===== src/verilog/mfg_pkg.sv =====
// Behaviour
// - enable clear tri-states pin; bit15 selects direction
// - pull field: none, down, up; 11 reserved
// - single-edge interrupt follows polarity
// - edge mode one: both edges interrupt
// - polarity zero inverts pin sense
// - driver bit: push-pull or open drain
// - input codes 0-4: plain, power, sleep/wake
// - input codes 5-9: sleep, on, watchdog, scaling
// - input codes 10-15: hardware enables and controls
// - output codes 0-1: register level, 32k clock
// - output codes 2-4: power states; 5-7 reserved
// - output codes 8-11: scaling done, power enables
// - output codes 12-13: supply good, power good
// - output codes 14-15: 2MHz clock, auxiliary reset
package mfg_pkg;
	localparam int CLK_HZ = 125000000;
	localparam int SLOW_HZ = 32768;
	localparam int FAST_HZ = 2000000;
	// half-period counts of the two generated clocks
	localparam int SLOW_HALF = CLK_HZ / (2 * SLOW_HZ);
	localparam int FAST_HALF = CLK_HZ / (2 * FAST_HZ);
	localparam int LONG_DEB_US = 20;
	localparam int SHORT_DEB_US = 1;
	localparam int LONG_DEB = LONG_DEB_US * (CLK_HZ / 1000000);
	localparam int SHORT_DEB = SHORT_DEB_US * (CLK_HZ / 1000000);
	localparam int DEB_W = 12;

	localparam logic [15:0] ADDR_CONTROL = 16'h403b;
	localparam logic [15:0] ADDR_STATUS = 16'h4040;
	localparam logic [15:0] ADDR_IRQ = 16'h4041;
	localparam logic [15:0] ADDR_MASK = 16'h4042;
	localparam logic [15:0] ADDR_OUT = 16'h4043;

	localparam int B_DIR = 15;
	localparam int B_PULL_HI = 14;
	localparam int B_PULL_LO = 13;
	localparam int B_EDGE = 12;
	localparam int B_DOMAIN = 11;
	localparam int B_POL = 10;
	localparam int B_OD = 9;
	localparam int B_ENA = 7;
	localparam int B_FN_HI = 3;
	// writable bits of the control word
	localparam logic [15:0] CONTROL_MASK = 16'hfe8f;
	localparam logic [15:0] CONTROL_RESET = 16'ha400;

	localparam logic [1:0] PULL_NONE = 2'h0;
	localparam logic [1:0] PULL_DOWN = 2'h1;
	localparam logic [1:0] PULL_UP = 2'h2;

	localparam int NFN = 16;
	localparam logic [3:0] FN_IN_LONG = 4'h0;
	localparam logic [3:0] FN_IN_PLAIN = 4'h1;
	localparam logic [3:0] FN_IN_SW_LONG = 4'h4;
	localparam logic [3:0] FN_IN_HC1_LONG = 4'he;
	localparam logic [3:0] FN_IN_HC2_LONG = 4'hf;
	localparam logic [3:0] FN_OUT_LEVEL = 4'h0;
	localparam logic [3:0] FN_OUT_SLOW = 4'h1;
	localparam logic [3:0] FN_OUT_FAST = 4'he;

	// interrupt status bits
	localparam int IRQ_EDGE = 0;
	localparam int IRQ_REQ = 1;
	localparam int IRQ_W = 2;

	typedef enum logic [2:0] {
		BS_IDLE = 3'b001,
		BS_ACK = 3'b010,
		BS_DONE = 3'b100
	} mfg_bus_e;
endpackage

===== src/verilog/mfg_debounce.sv =====
`timescale 1ns/100ps
`default_nettype none
module mfg_debounce
	import mfg_pkg::*;
(
	input wire logic mclk,
	input wire logic rst,
	input wire logic raw,
	input wire logic longSel,
	output logic clean
);
	logic [DEB_W-1:0] count;
	logic [DEB_W-1:0] limit;
	assign limit = longSel ? DEB_W'(LONG_DEB) : DEB_W'(SHORT_DEB);

	// level must hold for the whole window before it is accepted
	always_ff @(posedge mclk) begin
		if (rst) begin
			clean <= 1'b0;
			count <= '0;
		end else if (raw == clean) begin
			count <= '0;
		end else if (count >= limit - DEB_W'(1)) begin
			clean <= raw;
			count <= '0;
		end else begin
			count <= count + DEB_W'(1);
		end
	end
endmodule
`default_nettype wire


===== src/verilog/mfg_pin.sv =====
// Decided for this implementation: the Avalon-MM interface to the registers.
`timescale 1ns/100ps
`default_nettype none
module mfg_pin
	import mfg_pkg::*;
(
	input wire logic mclk,
	input wire logic rst,
	input wire logic [15:0] address,
	input wire logic read,
	input wire logic write,
	input wire logic [31:0] writedata,
	output logic [31:0] readdata,
	output logic waitrequest,
	output logic irq,
	input wire logic pinIn,
	output logic pinOut,
	output logic pinOe,
	output logic pullUpEn,
	output logic pullDownEn,
	output logic powerDomain,
	input wire logic stateOn,
	input wire logic stateSleep,
	input wire logic stateChange,
	input wire logic scaleDoneOne,
	input wire logic scaleDoneTwo,
	input wire logic extPowerEnOne,
	input wire logic extPowerEnTwo,
	input wire logic system_supply_good,
	input wire logic converter_power_good,
	input wire logic auxReset,
	output logic [NFN-1:0] inputRequest
);
	import mfg_pkg::*;

	logic [15:0] pin4_control;
	logic outLevel;
	logic [IRQ_W-1:0] irqStatus;
	logic [IRQ_W-1:0] irqMask;
	mfg_bus_e busState;
	logic [31:0] next_readdata;
	logic dbLevel;
	logic sense;

	logic pin_direction;
	logic [1:0] pull_select;
	logic irq_edge_mode;
	logic pin_polarity;
	logic open_drain_select;
	logic pin_enable;
	logic [3:0] pin_function_code;
	assign pin_direction = pin4_control[B_DIR];
	assign pull_select = pin4_control[B_PULL_HI:B_PULL_LO];
	assign irq_edge_mode = pin4_control[B_EDGE];
	assign pin_polarity = pin4_control[B_POL];
	assign open_drain_select = pin4_control[B_OD];
	assign pin_enable = pin4_control[B_ENA];
	assign pin_function_code = pin4_control[B_FN_HI:0];

	logic wrStrobe;
	assign wrStrobe = write && busState == BS_ACK;

	// slave answers in the second cycle of a request
	always_ff @(posedge mclk) begin
		if (rst) begin
			busState <= BS_IDLE;
			waitrequest <= 1'b1;
		end else begin
			unique case (busState)
				BS_IDLE: begin
					if (read || write) begin
						busState <= BS_ACK;
						waitrequest <= 1'b0;
					end
				end
				BS_ACK: begin
					busState <= BS_DONE;
					waitrequest <= 1'b1;
				end
				BS_DONE: begin
					busState <= BS_IDLE;
				end
			endcase
		end
	end

	always_comb begin
		next_readdata = 32'h0;
		unique case (address)
			ADDR_CONTROL: next_readdata[15:0] = pin4_control;
			ADDR_STATUS: next_readdata[3:0] = {pinOe, pinOut, sense, dbLevel};
			ADDR_IRQ: next_readdata[IRQ_W-1:0] = irqStatus;
			ADDR_MASK: next_readdata[IRQ_W-1:0] = irqMask;
			ADDR_OUT: next_readdata[0] = outLevel;
			default: next_readdata = 32'h0;
		endcase
	end

	always_ff @(posedge mclk) begin
		if (rst) begin
			readdata <= 32'h0;
		end else if (busState == BS_IDLE && read) begin
			readdata <= next_readdata;
		end
	end

	always_ff @(posedge mclk) begin
		if (rst) begin
			pin4_control <= CONTROL_RESET;
		end else if (wrStrobe && address == ADDR_CONTROL) begin
			pin4_control <= writedata[15:0] & CONTROL_MASK;
		end
	end

	always_ff @(posedge mclk) begin
		if (rst) begin
			outLevel <= 1'b0;
		end else if (wrStrobe && address == ADDR_OUT) begin
			outLevel <= writedata[0];
		end
	end

	always_ff @(posedge mclk) begin
		if (rst) begin
			irqMask <= '0;
		end else if (wrStrobe && address == ADDR_MASK) begin
			irqMask <= writedata[IRQ_W-1:0];
		end
	end

	// input path: filter, then polarity
	logic longSel;
	logic senseLast;
	assign longSel = pin_function_code == FN_IN_LONG
		|| pin_function_code == FN_IN_SW_LONG
		|| pin_function_code == FN_IN_HC1_LONG
		|| pin_function_code == FN_IN_HC2_LONG;
	mfg_debounce u_deb (
		.mclk(mclk),
		.rst(rst),
		.raw(pinIn),
		.longSel(longSel),
		.clean(dbLevel)
	);
	assign sense = pin_polarity ? dbLevel : ~dbLevel;

	logic inputActive;
	assign inputActive = pin_enable && pin_direction;
	always_ff @(posedge mclk) begin
		if (rst) begin
			senseLast <= 1'b0;
		end else begin
			senseLast <= sense;
		end
	end

	logic edgeSeen;
	// single-edge mode: active-going edge of the sensed level
	assign edgeSeen = inputActive && (irq_edge_mode ? (sense != senseLast)
		: (sense && !senseLast));

	// one request line per function code
	genvar g;
	generate
		for (g = 0; g < NFN; g++) begin : gReq
			always_ff @(posedge mclk) begin
				if (rst) begin
					inputRequest[g] <= 1'b0;
				end else begin
					inputRequest[g] <= inputActive && sense
						&& pin_function_code == 4'(g);
				end
			end
		end
	endgenerate

	// plain input codes set no request interrupt bit of their own
	logic plainInput;
	logic requestRise;
	logic [IRQ_W-1:0] irqSet;
	assign plainInput = pin_function_code == FN_IN_LONG || pin_function_code == FN_IN_PLAIN;
	assign requestRise = inputActive && sense && !senseLast && !plainInput;
	assign irqSet = {requestRise, edgeSeen};

	// set wins over write-one-to-clear
	always_ff @(posedge mclk) begin
		if (rst) begin
			irqStatus <= '0;
		end else begin
			irqStatus <= irqSet | (irqStatus
				& ~((wrStrobe && address == ADDR_IRQ) ? writedata[IRQ_W-1:0] : '0));
		end
	end

	always_ff @(posedge mclk) begin
		if (rst) begin
			irq <= 1'b0;
		end else begin
			irq <= |(irqStatus & irqMask);
		end
	end

	// dividers give one-cycle ticks at twice each output rate
	logic [11:0] slowCnt;
	logic [5:0] fastCnt;
	logic slowTick;
	logic fastTick;
	logic slowClk;
	logic fastClk;
	assign slowTick = slowCnt == 12'(SLOW_HALF - 1);
	assign fastTick = fastCnt == 6'(FAST_HALF - 1);
	always_ff @(posedge mclk) begin
		if (rst || slowTick) begin
			slowCnt <= '0;
		end else begin
			slowCnt <= slowCnt + 12'h1;
		end
	end
	always_ff @(posedge mclk) begin
		if (rst) begin
			slowClk <= 1'b0;
		end else if (slowTick) begin
			slowClk <= ~slowClk;
		end
	end
	always_ff @(posedge mclk) begin
		if (rst || fastTick) begin
			fastCnt <= '0;
		end else begin
			fastCnt <= fastCnt + 6'h1;
		end
	end
	always_ff @(posedge mclk) begin
		if (rst) begin
			fastClk <= 1'b0;
		end else if (fastTick) begin
			fastClk <= ~fastClk;
		end
	end

	logic srcLevel;
	always_comb begin
		unique case (pin_function_code)
			FN_OUT_LEVEL: srcLevel = outLevel;
			FN_OUT_SLOW: srcLevel = slowClk;
			4'h2: srcLevel = stateOn;
			4'h3: srcLevel = stateSleep;
			4'h4: srcLevel = stateChange;
			4'h8: srcLevel = scaleDoneOne;
			4'h9: srcLevel = scaleDoneTwo;
			4'ha: srcLevel = extPowerEnOne;
			4'hb: srcLevel = extPowerEnTwo;
			4'hc: srcLevel = system_supply_good;
			4'hd: srcLevel = converter_power_good;
			FN_OUT_FAST: srcLevel = fastClk;
			4'hf: srcLevel = auxReset;
			default: srcLevel = 1'b0;
		endcase
	end

	logic driveLevel;
	assign driveLevel = pin_polarity ? srcLevel : ~srcLevel;

	always_ff @(posedge mclk) begin
		if (rst) begin
			pinOut <= 1'b0;
			pinOe <= 1'b0;
		end else if (!pin_enable || pin_direction) begin
			pinOut <= 1'b0;
			pinOe <= 1'b0;
		end else if (open_drain_select) begin
			pinOut <= 1'b0;
			pinOe <= ~driveLevel;
		end else begin
			pinOut <= driveLevel;
			pinOe <= 1'b1;
		end
	end

	always_ff @(posedge mclk) begin
		if (rst) begin
			pullUpEn <= 1'b0;
		end else begin
			pullUpEn <= pull_select == PULL_UP;
		end
	end

	always_ff @(posedge mclk) begin
		if (rst) begin
			pullDownEn <= 1'b0;
		end else begin
			pullDownEn <= pull_select == PULL_DOWN;
		end
	end

	always_ff @(posedge mclk) begin
		if (rst) begin
			powerDomain <= 1'b0;
		end else begin
			powerDomain <= pin4_control[B_DOMAIN];
		end
	end
endmodule
`default_nettype wire


===== config.mk =====
export PLATFORM = sky130hd
export DESIGN_NAME = mfg_pin
export DESIGN_NICKNAME = d
export VERILOG_FILES = /design/src/verilog/mfg_pkg.sv /design/src/verilog/mfg_debounce.sv /design/src/verilog/mfg_pin.sv
export SDC_FILE = /design/constraint.sdc
export NUM_CORES = 1
export LEC_CHECK = 0
export BUFFER_PORTS_ARGS = -buffer_cell sky130_fd_sc_hd__buf_2
export CAP_MARGIN = 10
export CORE_MARGIN = 8
export CORE_UTILIZATION = 36
export DETAILED_ROUTE_END_ITERATION = 10
export PLACE_DENSITY = 0.65
export REMOVE_ABC_BUFFERS = 1
export SLEW_MARGIN = 30
export SYNTH_ARGS = -nofsm -noshare
export SYNTH_HDL_FRONTEND = slang
export SYNTH_SLANG_ARGS = --single-unit

===== constraint.sdc =====
create_clock -name mclk -period 2.65 [get_ports mclk]
set_input_delay 0.3975 -clock mclk [delete_from_list [all_inputs] [get_ports mclk]]
set_output_delay 0.3975 -clock mclk [all_outputs]
set_load 0.02 [all_outputs]

==> results of run 1 <==
[worst paths after layout]
| path | from | endpoint | slack [ps] |
|---|---|---|---|
| setup reg to reg | pin4_control[3] | u_deb.count[5] | 270 |
| hold reg to reg | u_deb.count[0] | u_deb.count[0] | 470 |
| setup / recovery | pin4_control[3] | u_deb.count[5] | 270 |
| hold / removal | writedata[9] | pin4_control[9] | 270 |
[metal layers]
metal / up-vias / GRT usage [%]
li1: 1638 / -
met1: 1503 / 15.3
met2: 82 / 21.4
met3: 16 / 3.93
met4: 2 / 5.63
met5: - / 0
[sequential cells by signal, summed over array words and instances (netlist names), 2 cells and up]
| name | count |
|---|---|
| busState | 3 |
| readdata | 12 |
| fastCnt | 6 |
| slowCnt | 12 |
| irqStatus | 2 |
| pin4_control | 12 |
| inputRequest | 16 |
| u_deb.count | 12 |
| irqMask | 2 |
[power by group through the flow]
stage	sequential (W)	clock, W	combinational, W
3_5_place_dp	0.00140	0	0.000161
6_report	0.00137	0.000928	0.000162
5_1_grt	0.00138	0.00101	0.000181
2_1_floorplan	0.00141	0	0.0000802
3_3_place_gp	0.00140	0	0.000157
4_1_cts	0.00137	0.000957	0.000162
[Yosys cell counts, drive strengths merged (2+ instances only)]
cell type / count / share of area (%)
dfxtp: 89 / 44
nor2: 78 / 7.3
buf: 27 / 4.8
nand3: 21 / 2.6
mux2i: 20 / 5.0
nand2: 19 / 1.8
xor2: 19 / 4.1
ha: 15 / 4.7
nor3: 13 / 1.7
clkbuf: 10 / 0.93
nand2b: 10 / 1.6
a21oi: 9 / 1.1
a22oi: 9 / 1.7
xnor2: 9 / 2.0
inv: 8 / 0.75
nor3b: 8 / 1.5
and3: 7 / 1.1
nand4: 6 / 0.93
nor4: 5 / 1.1
and4: 4 / 0.87
nor2b: 4 / 0.62
o21ai: 4 / 0.50
a211o: 3 / 0.65
a211oi: 3 / 0.56
nand3b: 3 / 0.56
o31ai: 3 / 0.56
or3: 3 / 0.47
a221oi: 2 / 0.43
a311oi: 2 / 0.43
and2: 2 / 0.31
nor4b: 2 / 0.81
o211ai: 2 / 0.37
o21bai: 2 / 0.37
or2: 2 / 0.31
[cell type report]
| type | count | share of cell area (%) |
|---|---|---|
| Multi-Input combinational cell | 323 | 43.7 |
| Sequential cell | 89 | 37.9 |
| Timing Repair Buffer | 87 | 9.80 |
| Tap cell | 140 | 3.73 |
| Clock buffer | 12 | 3.30 |
| Clock inverter | 3 | 0.852 |
| Inverter | 8 | 0.639 |
[stage by stage]
step	std cells	util (%)	setup WS, ps	hold slack (ps)	TNS, ps
after floorplan	420	-	-15.1	425	-165
after global placement	647	41.3	343	436	0
after detailed placement	647	41.3	256	452	0
after CTS	662	43.1	220	252	0
after global routing	662	43.1	91.6	264	0
final	662	43.1	270	270	0
[critical path: cells and delay by family (launching register included)]
family	cells	cell delay, ps
adders and majority gates	1	320
and+or+nand+nor	1	110
AOI/OAI and AO/OA	4	1160
buffers and inverters	2	360
DFF	1	350
[logic make-up (layout without fill, tap and decap cells)]
family / Yosys count / in the layout / share of synthesized area, %
other: 1 / 20 / 0.0931
multiplexers: 21 / 21 / 5.25
adder cells (fa/ha/maj): 15 / 15 / 4.66
AO/OA/AOI/OAI: 46 / 46 / 8.11
AND/OR/NAND/NOR: 193 / 193 / 25.0
XOR/XNOR: 28 / 28 / 6.09
buffers and inverters: 45 / 110 / 6.52
flip-flops: 89 / 89 / 44.2
==> run_results.csv, run 1 <==
group,metric,value,unit
outcome,outcome,"finished clean",
cts,root_buffer,"clkbuf_8",
power_and_ir_drop,pwr_density_cell,524,mW/mm^2
floorplanning,die_w,122,um
logic_synthesis,synth_area,0.00403,sq mm
timing,finalHoldViolations,0,
timing,skew,12.1,ps
global_routing,grt_first_pass_wirelength,15.5,mm
run,cap_viol_max_count,0,
worst_setup_path,rr_worst_depth,8,
logic_synthesis,synth.distinct_cells,55,
worst_setup_path,path_cells,"o31ai_1, inv_1, ha_1, a2111o_1, a211oi_1, o211ai_1, buf_4, nor2_1",
power_and_ir_drop,p_sw_share,23.1,%
timing,timing.fmax,420,MHz
cts,cts_made_buffers,9,
timing,drv_slew,0,
worst_setup_path,cp-start-kind,"flip-flop",
worst_setup_path,crit_type,"reg -> reg",
cts,cts_resized,0,
finish,antenna_cells,0,
power_and_ir_drop,pwr-share-seq,55.7,%
floorplanning,initial_utilization,37.0,%
route,route.met2.wl,4.37,mm
global_routing,antenna_found_initial,1,
finish,seq_area,0.00178,sq mm
finish,layout_commonest_cell,"dfxtp_1",
floorplanning,die_h,122,um
place,hpwl,7.38,mm
cts,clk_latency,360,ps
place,gp_congestion,0.806,
global_routing,overflow,0,
worst_setup_path,worstPathRequired,2940,ps
route,num_vias,3241,
timing,min_period_over_period,89.8,%
cts,cts_buffer_depth,2,
worst_hold_path,min_path_cells,3,
route,drt_iter0_markers,167,
worst_setup_path,arrival,2670,ps
cts,clock_sinks,89,
worst_hold_path,hp-class,"in -> reg",
floorplanning,row_count,38,
route,post_drt_wl_per_cell,14.3,um
power_and_ir_drop,clockPowerShare,37.7,%
logic_synthesis,async_flop_share,0,%
route,routed_wl,9.45,mm
cts,postCtsHoldBufs,0,
finish,final_nets,596,
worst_setup_path,cp_max_fo,12,
power_and_ir_drop,p_total,0.00246,W
logic_synthesis,synth_seq_cells,89,
finish,layout-drive-gt1-share,21.5,%
place,place_area,0.00450,sq mm
route,drc_errors,0,
floorplanning,ios,118,
logic_synthesis,synth_ff_type,"dfxtp_1",
global_routing,first_global_vias,3250,
logic_synthesis,synth_cells,438,
timing,rsz0062_at_grt,"false",
logic_synthesis,avgSynthCellArea,9.20,sq um
worst_setup_path,crit_path_end_kind,"flip-flop",
finish,final_cell_mix,"89 x dfxtp_1, 78 x nor2_1, 77 x buf_2, 21 x nand3_1",
logic_synthesis,synth-edff-count,0,
route,highest_layer,"met5",
global_routing,grt_max_degree,25,
power_and_ir_drop,internal_power,0.00189,W
finish,multi_input_area,0.00205,sq mm
worst_setup_path,slowest_stage,"a2111o_1",
route,wl_met3,614,um
power_and_ir_drop,ir_drop,301,uV
route,postRouteAntennaNets,0,
global_routing,grtUsageTotal,13.0,%
finish,final_area,0.00470,sq mm
timing,finalCriticalPeriod,2380,ps
power_and_ir_drop,p_switching,0.000568,W
route,first_pass_iters,4,
worst_setup_path,slowest_delay,420,ps
logic_synthesis,synth_seq_area_share,44.2,%
cts,clk_pin_slew,80,ps
route,wl_met1,4.29,mm
floorplanning,dieArea,0.0148,sq mm
logic_synthesis,yosysWarningCount,0,
power_and_ir_drop,power_frac_comb,6.6,%
power_and_ir_drop,cellLeakagePower,2.04,nW
timing,setup_viol,0,
cts,cts_tree,"built",
finish,fillCellCount,1114,
place,portBuffers,77,
cts,cts_setup_buffers,0,
floorplanning,core_area,0.0109,sq mm
route,via_per_inst,4.90,
cts,htree_levels,3,
finish,areaGrowthSynthToFinish,16.6,%
Note: power is estimated with default switching activity, not from simulation.
==> inputs of run 2 (changes only) <==
--- a/config.mk
+++ b/config.mk
@@ -9,10 +9,12 @@
 export CAP_MARGIN = 10
 export CORE_MARGIN = 8
 export CORE_UTILIZATION = 36
+export CTS_BUF_LIST = sky130_fd_sc_hd__clkbuf_8
 export DETAILED_ROUTE_END_ITERATION = 10
 export PLACE_DENSITY = 0.65
 export REMOVE_ABC_BUFFERS = 1
 export SLEW_MARGIN = 30
 export SYNTH_ARGS = -nofsm -noshare
 export SYNTH_HDL_FRONTEND = slang
+export SYNTH_HIERARCHICAL = 1
 export SYNTH_SLANG_ARGS = --single-unit
==> run 2 against run 1 <==
Compared with the run above:
- global-route usage fell by 0.46 points
- non-clock buffer count down 2
- clock skew up 0.63 ps
- largest cell class unchanged
- power is 0.13% lower
- sequential share of layout area grew 0.12 points
- count of clock-buffer cells in the layout shrank 3
- sequential power hardly changed
- first-iteration DRC count is 23% lower
==> run_results.csv, run 2 <==
group,metric,value,unit
outcome,outcome,"finished clean",
power_and_ir_drop,p_sw_share,24.7,%
timing,skew,12.7,ps
floorplanning,dieArea,0.0148,sq mm
logic_synthesis,synth_cells,438,
route,num_vias,3168,
worst_setup_path,rr_worst_depth,8,
global_routing,grtUsageTotal,12.5,%
global_routing,overflow,0,
logic_synthesis,synth.distinct_cells,59,
worst_setup_path,path_buf_inv,1,
cts,clk_latency,370,ps
worst_setup_path,r2r-start,"pin4_control[0]",
place,hpwl,7.01,mm
finish,largest_register_ffs,16,
logic_synthesis,async_flop_share,0,%
worst_setup_path,r2r-end,"u_deb/count[2]",
power_and_ir_drop,pwr_density_cell,525,mW/mm^2
logic_synthesis,synth_area,0.00402,sq mm
power_and_ir_drop,clockPowerShare,37.5,%
route,via_per_inst,4.79,
worst_setup_path,worstPathRequired,2900,ps
power_and_ir_drop,p_switching,0.000608,W
cts,htree_levels,3,
logic_synthesis,yosysWarningCount,6,
cts,postCtsHoldBufs,0,
worst_hold_path,hp-class,"in -> reg",
run,cap_viol_max_count,0,
logic_synthesis,synth_ff_type,"dfxtp_1",
logic_synthesis,synth-edff-count,0,
floorplanning,die_w,122,um
logic_synthesis,avgSynthCellArea,9.18,sq um
finish,areaGrowthSynthToFinish,16.5,%
cts,clk_pin_slew,90,ps
logic_synthesis,synth_seq_area_share,44.3,%
place,gp_congestion,0.824,
cts,root_buffer,"clkbuf_8",
worst_setup_path,cp_max_fo,11,
floorplanning,core_area,0.0109,sq mm
worst_setup_path,r2r_setup_slack,240,ps
timing,drv_slew,0,
finish,final_nets,595,
timing,tns,0,ps
finish,antenna_cells,0,
power_and_ir_drop,pwr-share-seq,55.9,%
timing,tightest_slew,546,ps
place,portBuffers,77,
route,drc_errors,0,
worst_setup_path,arrival,2660,ps
global_routing,grt_max_degree,33,
finish,layout-drive-gt1-share,22.2,%
floorplanning,row_count,38,
logic_synthesis,synth_most_common_cell,"dfxtp_1",
worst_setup_path,crit_type,"reg -> reg",
route,first_pass_iters,4,
timing,rsz0062_at_grt,"false",
timing,finalCriticalPeriod,2410,ps
route,drt_iter0_markers,129,
worst_setup_path,slowest_delay,410,ps
cts,clock_sinks,89,
timing,finalHoldViolations,0,
power_and_ir_drop,cellLeakagePower,2.01,nW
timing,min_period_over_period,90.9,%
timing,slew-limit-headroom,63.6,%
global_routing,grt_first_pass_wirelength,14.8,mm
global_routing,antenna_found_initial,0,
cts,cts_buffer_depth,2,
logic_synthesis,netlist_top_cells_area,"dfxtp_1 44%, nor2_1 8.0%, ha_1 4.7%",
place,place_area,0.00448,sq mm
worst_setup_path,crit_path_end_kind,"flip-flop",
power_and_ir_drop,ir_drop,221,uV
logic_synthesis,yosys-top-cells-count,"89 x dfxtp_1, 86 x nor2_1, 24 x nand3_1, 21 x buf_4",
worst_setup_path,path_cells,"or2_2, o21ai_0, inv_1, ha_1, nand4_1, o32a_1, o211ai_4, nor2_1",
worst_hold_path,hp-start,"writedata[15]",
floorplanning,die_h,122,um
cts,cts_made_buffers,9,
worst_hold_path,min_path_cells,2,
worst_setup_path,cp-start-kind,"flip-flop",
route,postRouteAntennaNets,0,
global_routing,first_global_vias,3052,
finish,final_cell_mix,"89 x dfxtp_1, 86 x nor2_1, 77 x buf_2, 24 x nand3_1, 20 x conb_1",
power_and_ir_drop,power_frac_comb,6.6,%
worst_setup_path,critical_path.top_delay_family,"compound AO/OA/AOI/OAI gates",
timing,setup_viol,0,
logic_synthesis,yosys.area.top_type,"dfxtp_1",
finish,layout_commonest_cell,"dfxtp_1",
power_and_ir_drop,internal_power,0.00185,W
floorplanning,ios,118,
finish,top_register,"inputRequest",
worst_hold_path,hold_path_end,"pin4_control[15]",
finish,final_area,0.00468,sq mm
finish,utilization,43.0,%
cts,cts_tree,"built",
timing,timing.fmax,415,MHz
worst_setup_path,slowest_stage,"o32a_1",
route,post_drt_wl_per_cell,13.8,um
floorplanning,initial_utilization,36.9,%
route,routed_wl,9.11,mm
logic_synthesis,yosys.area.top_type_share,44.3,%
logic_synthesis,synth_seq_cells,89,
==> run 2: cell types whose count changed in the layout (fill, tap and decap cells not counted), moves of 4 or more <==
cell	change
nor2b_1	+8
and3_1	+4
mux2i_1	-6
nor3_1	-8
nor2_1	+8
==> run 2: worst max path at each step <==
stage / slack (ps) / to / cells after the start / from
2_1_floorplan: 20 / u_deb/count[10] / 8 / pin4_control[1]
3_3_place_gp: 220 / u_deb/count[8] / 8 / pin4_control[0]
3_5_place_dp: 150 / u_deb/count[2] / 8 / pin4_control[0]
4_1_cts: 130 / u_deb/count[11] / 8 / pin4_control[0]
5_1_grt: 100 / u_deb/count[11] / 8 / pin4_control[0]
6_report: 240 / u_deb/count[2] / 8 / pin4_control[0]
==> run 2: kinds of logic after synthesis <==
family | Yosys count | share of synthesized area [%]
other | 1 | 0.0933
buffers and inverters | 42 | 6.32
and+or+nand+nor | 200 | 25.6
xor gates and xnor gates | 28 | 6.10
adders and majority gates | 15 | 4.67
muxes | 16 | 4.42
DFF | 89 | 44.3
AOI/OAI and AO/OA | 47 | 8.47
==> run 2: power groups by stage <==
| stage | logic (W) | registers (W) | clock network, W |
|---|---|---|---|
| after global routing | 0.000180 | 0.00138 | 0.00101 |
| after detailed placement | 0.000161 | 0.00141 | 0 |
| after CTS | 0.000162 | 0.00137 | 0.000956 |
| after floorplan | 0.0000822 | 0.00141 | 0 |
| final | 0.000161 | 0.00137 | 0.000923 |
| after global placement | 0.000157 | 0.00141 | 0 |
==> run 2: routing by layer <==
layer / vias up / track usage, % / wire length (um)
met5: - / 0 / 0
met4: 0 / 4.86 / 133
met3: 11 / 3.93 / 549
met2: 60 / 20.7 / 4360
met1: 1458 / 14.9 / 4070
li1: 1639 / - / -
==> run 2: per-stage QoR <==
step | cells | hold WS, ps | setup WS (ps) | total power (W)
global placement | 646 | 447 | 223 | 0.00156
CTS | 662 | 213 | 129 | 0.00249
finish | 662 | 228 | 242 | 0.00246
floorplan | 421 | 424 | 19.5 | 0.00149
detailed placement | 646 | 447 | 146 | 0.00157
global route | 662 | 226 | 96.5 | 0.00257
==> run 2: repair_timing <==
action                                  4_1_cts  5_1_grt
resized for setup                             0        1
endpoints found under the setup margin        0        6
buffers inserted                              0        0
==> run 2: layout make-up <==
cell class | count | area [sq um]
Clock buffer | 9 | 124
Clock inverter | 7 | 70.1
Fill cell | 1075 | 6210
Inverter | 6 | 22.5
Multi-Input combinational cell | 326 | 2060
Sequential cell | 89 | 1780
Tap cell | 140 | 175
Timing Repair Buffer | 85 | 445
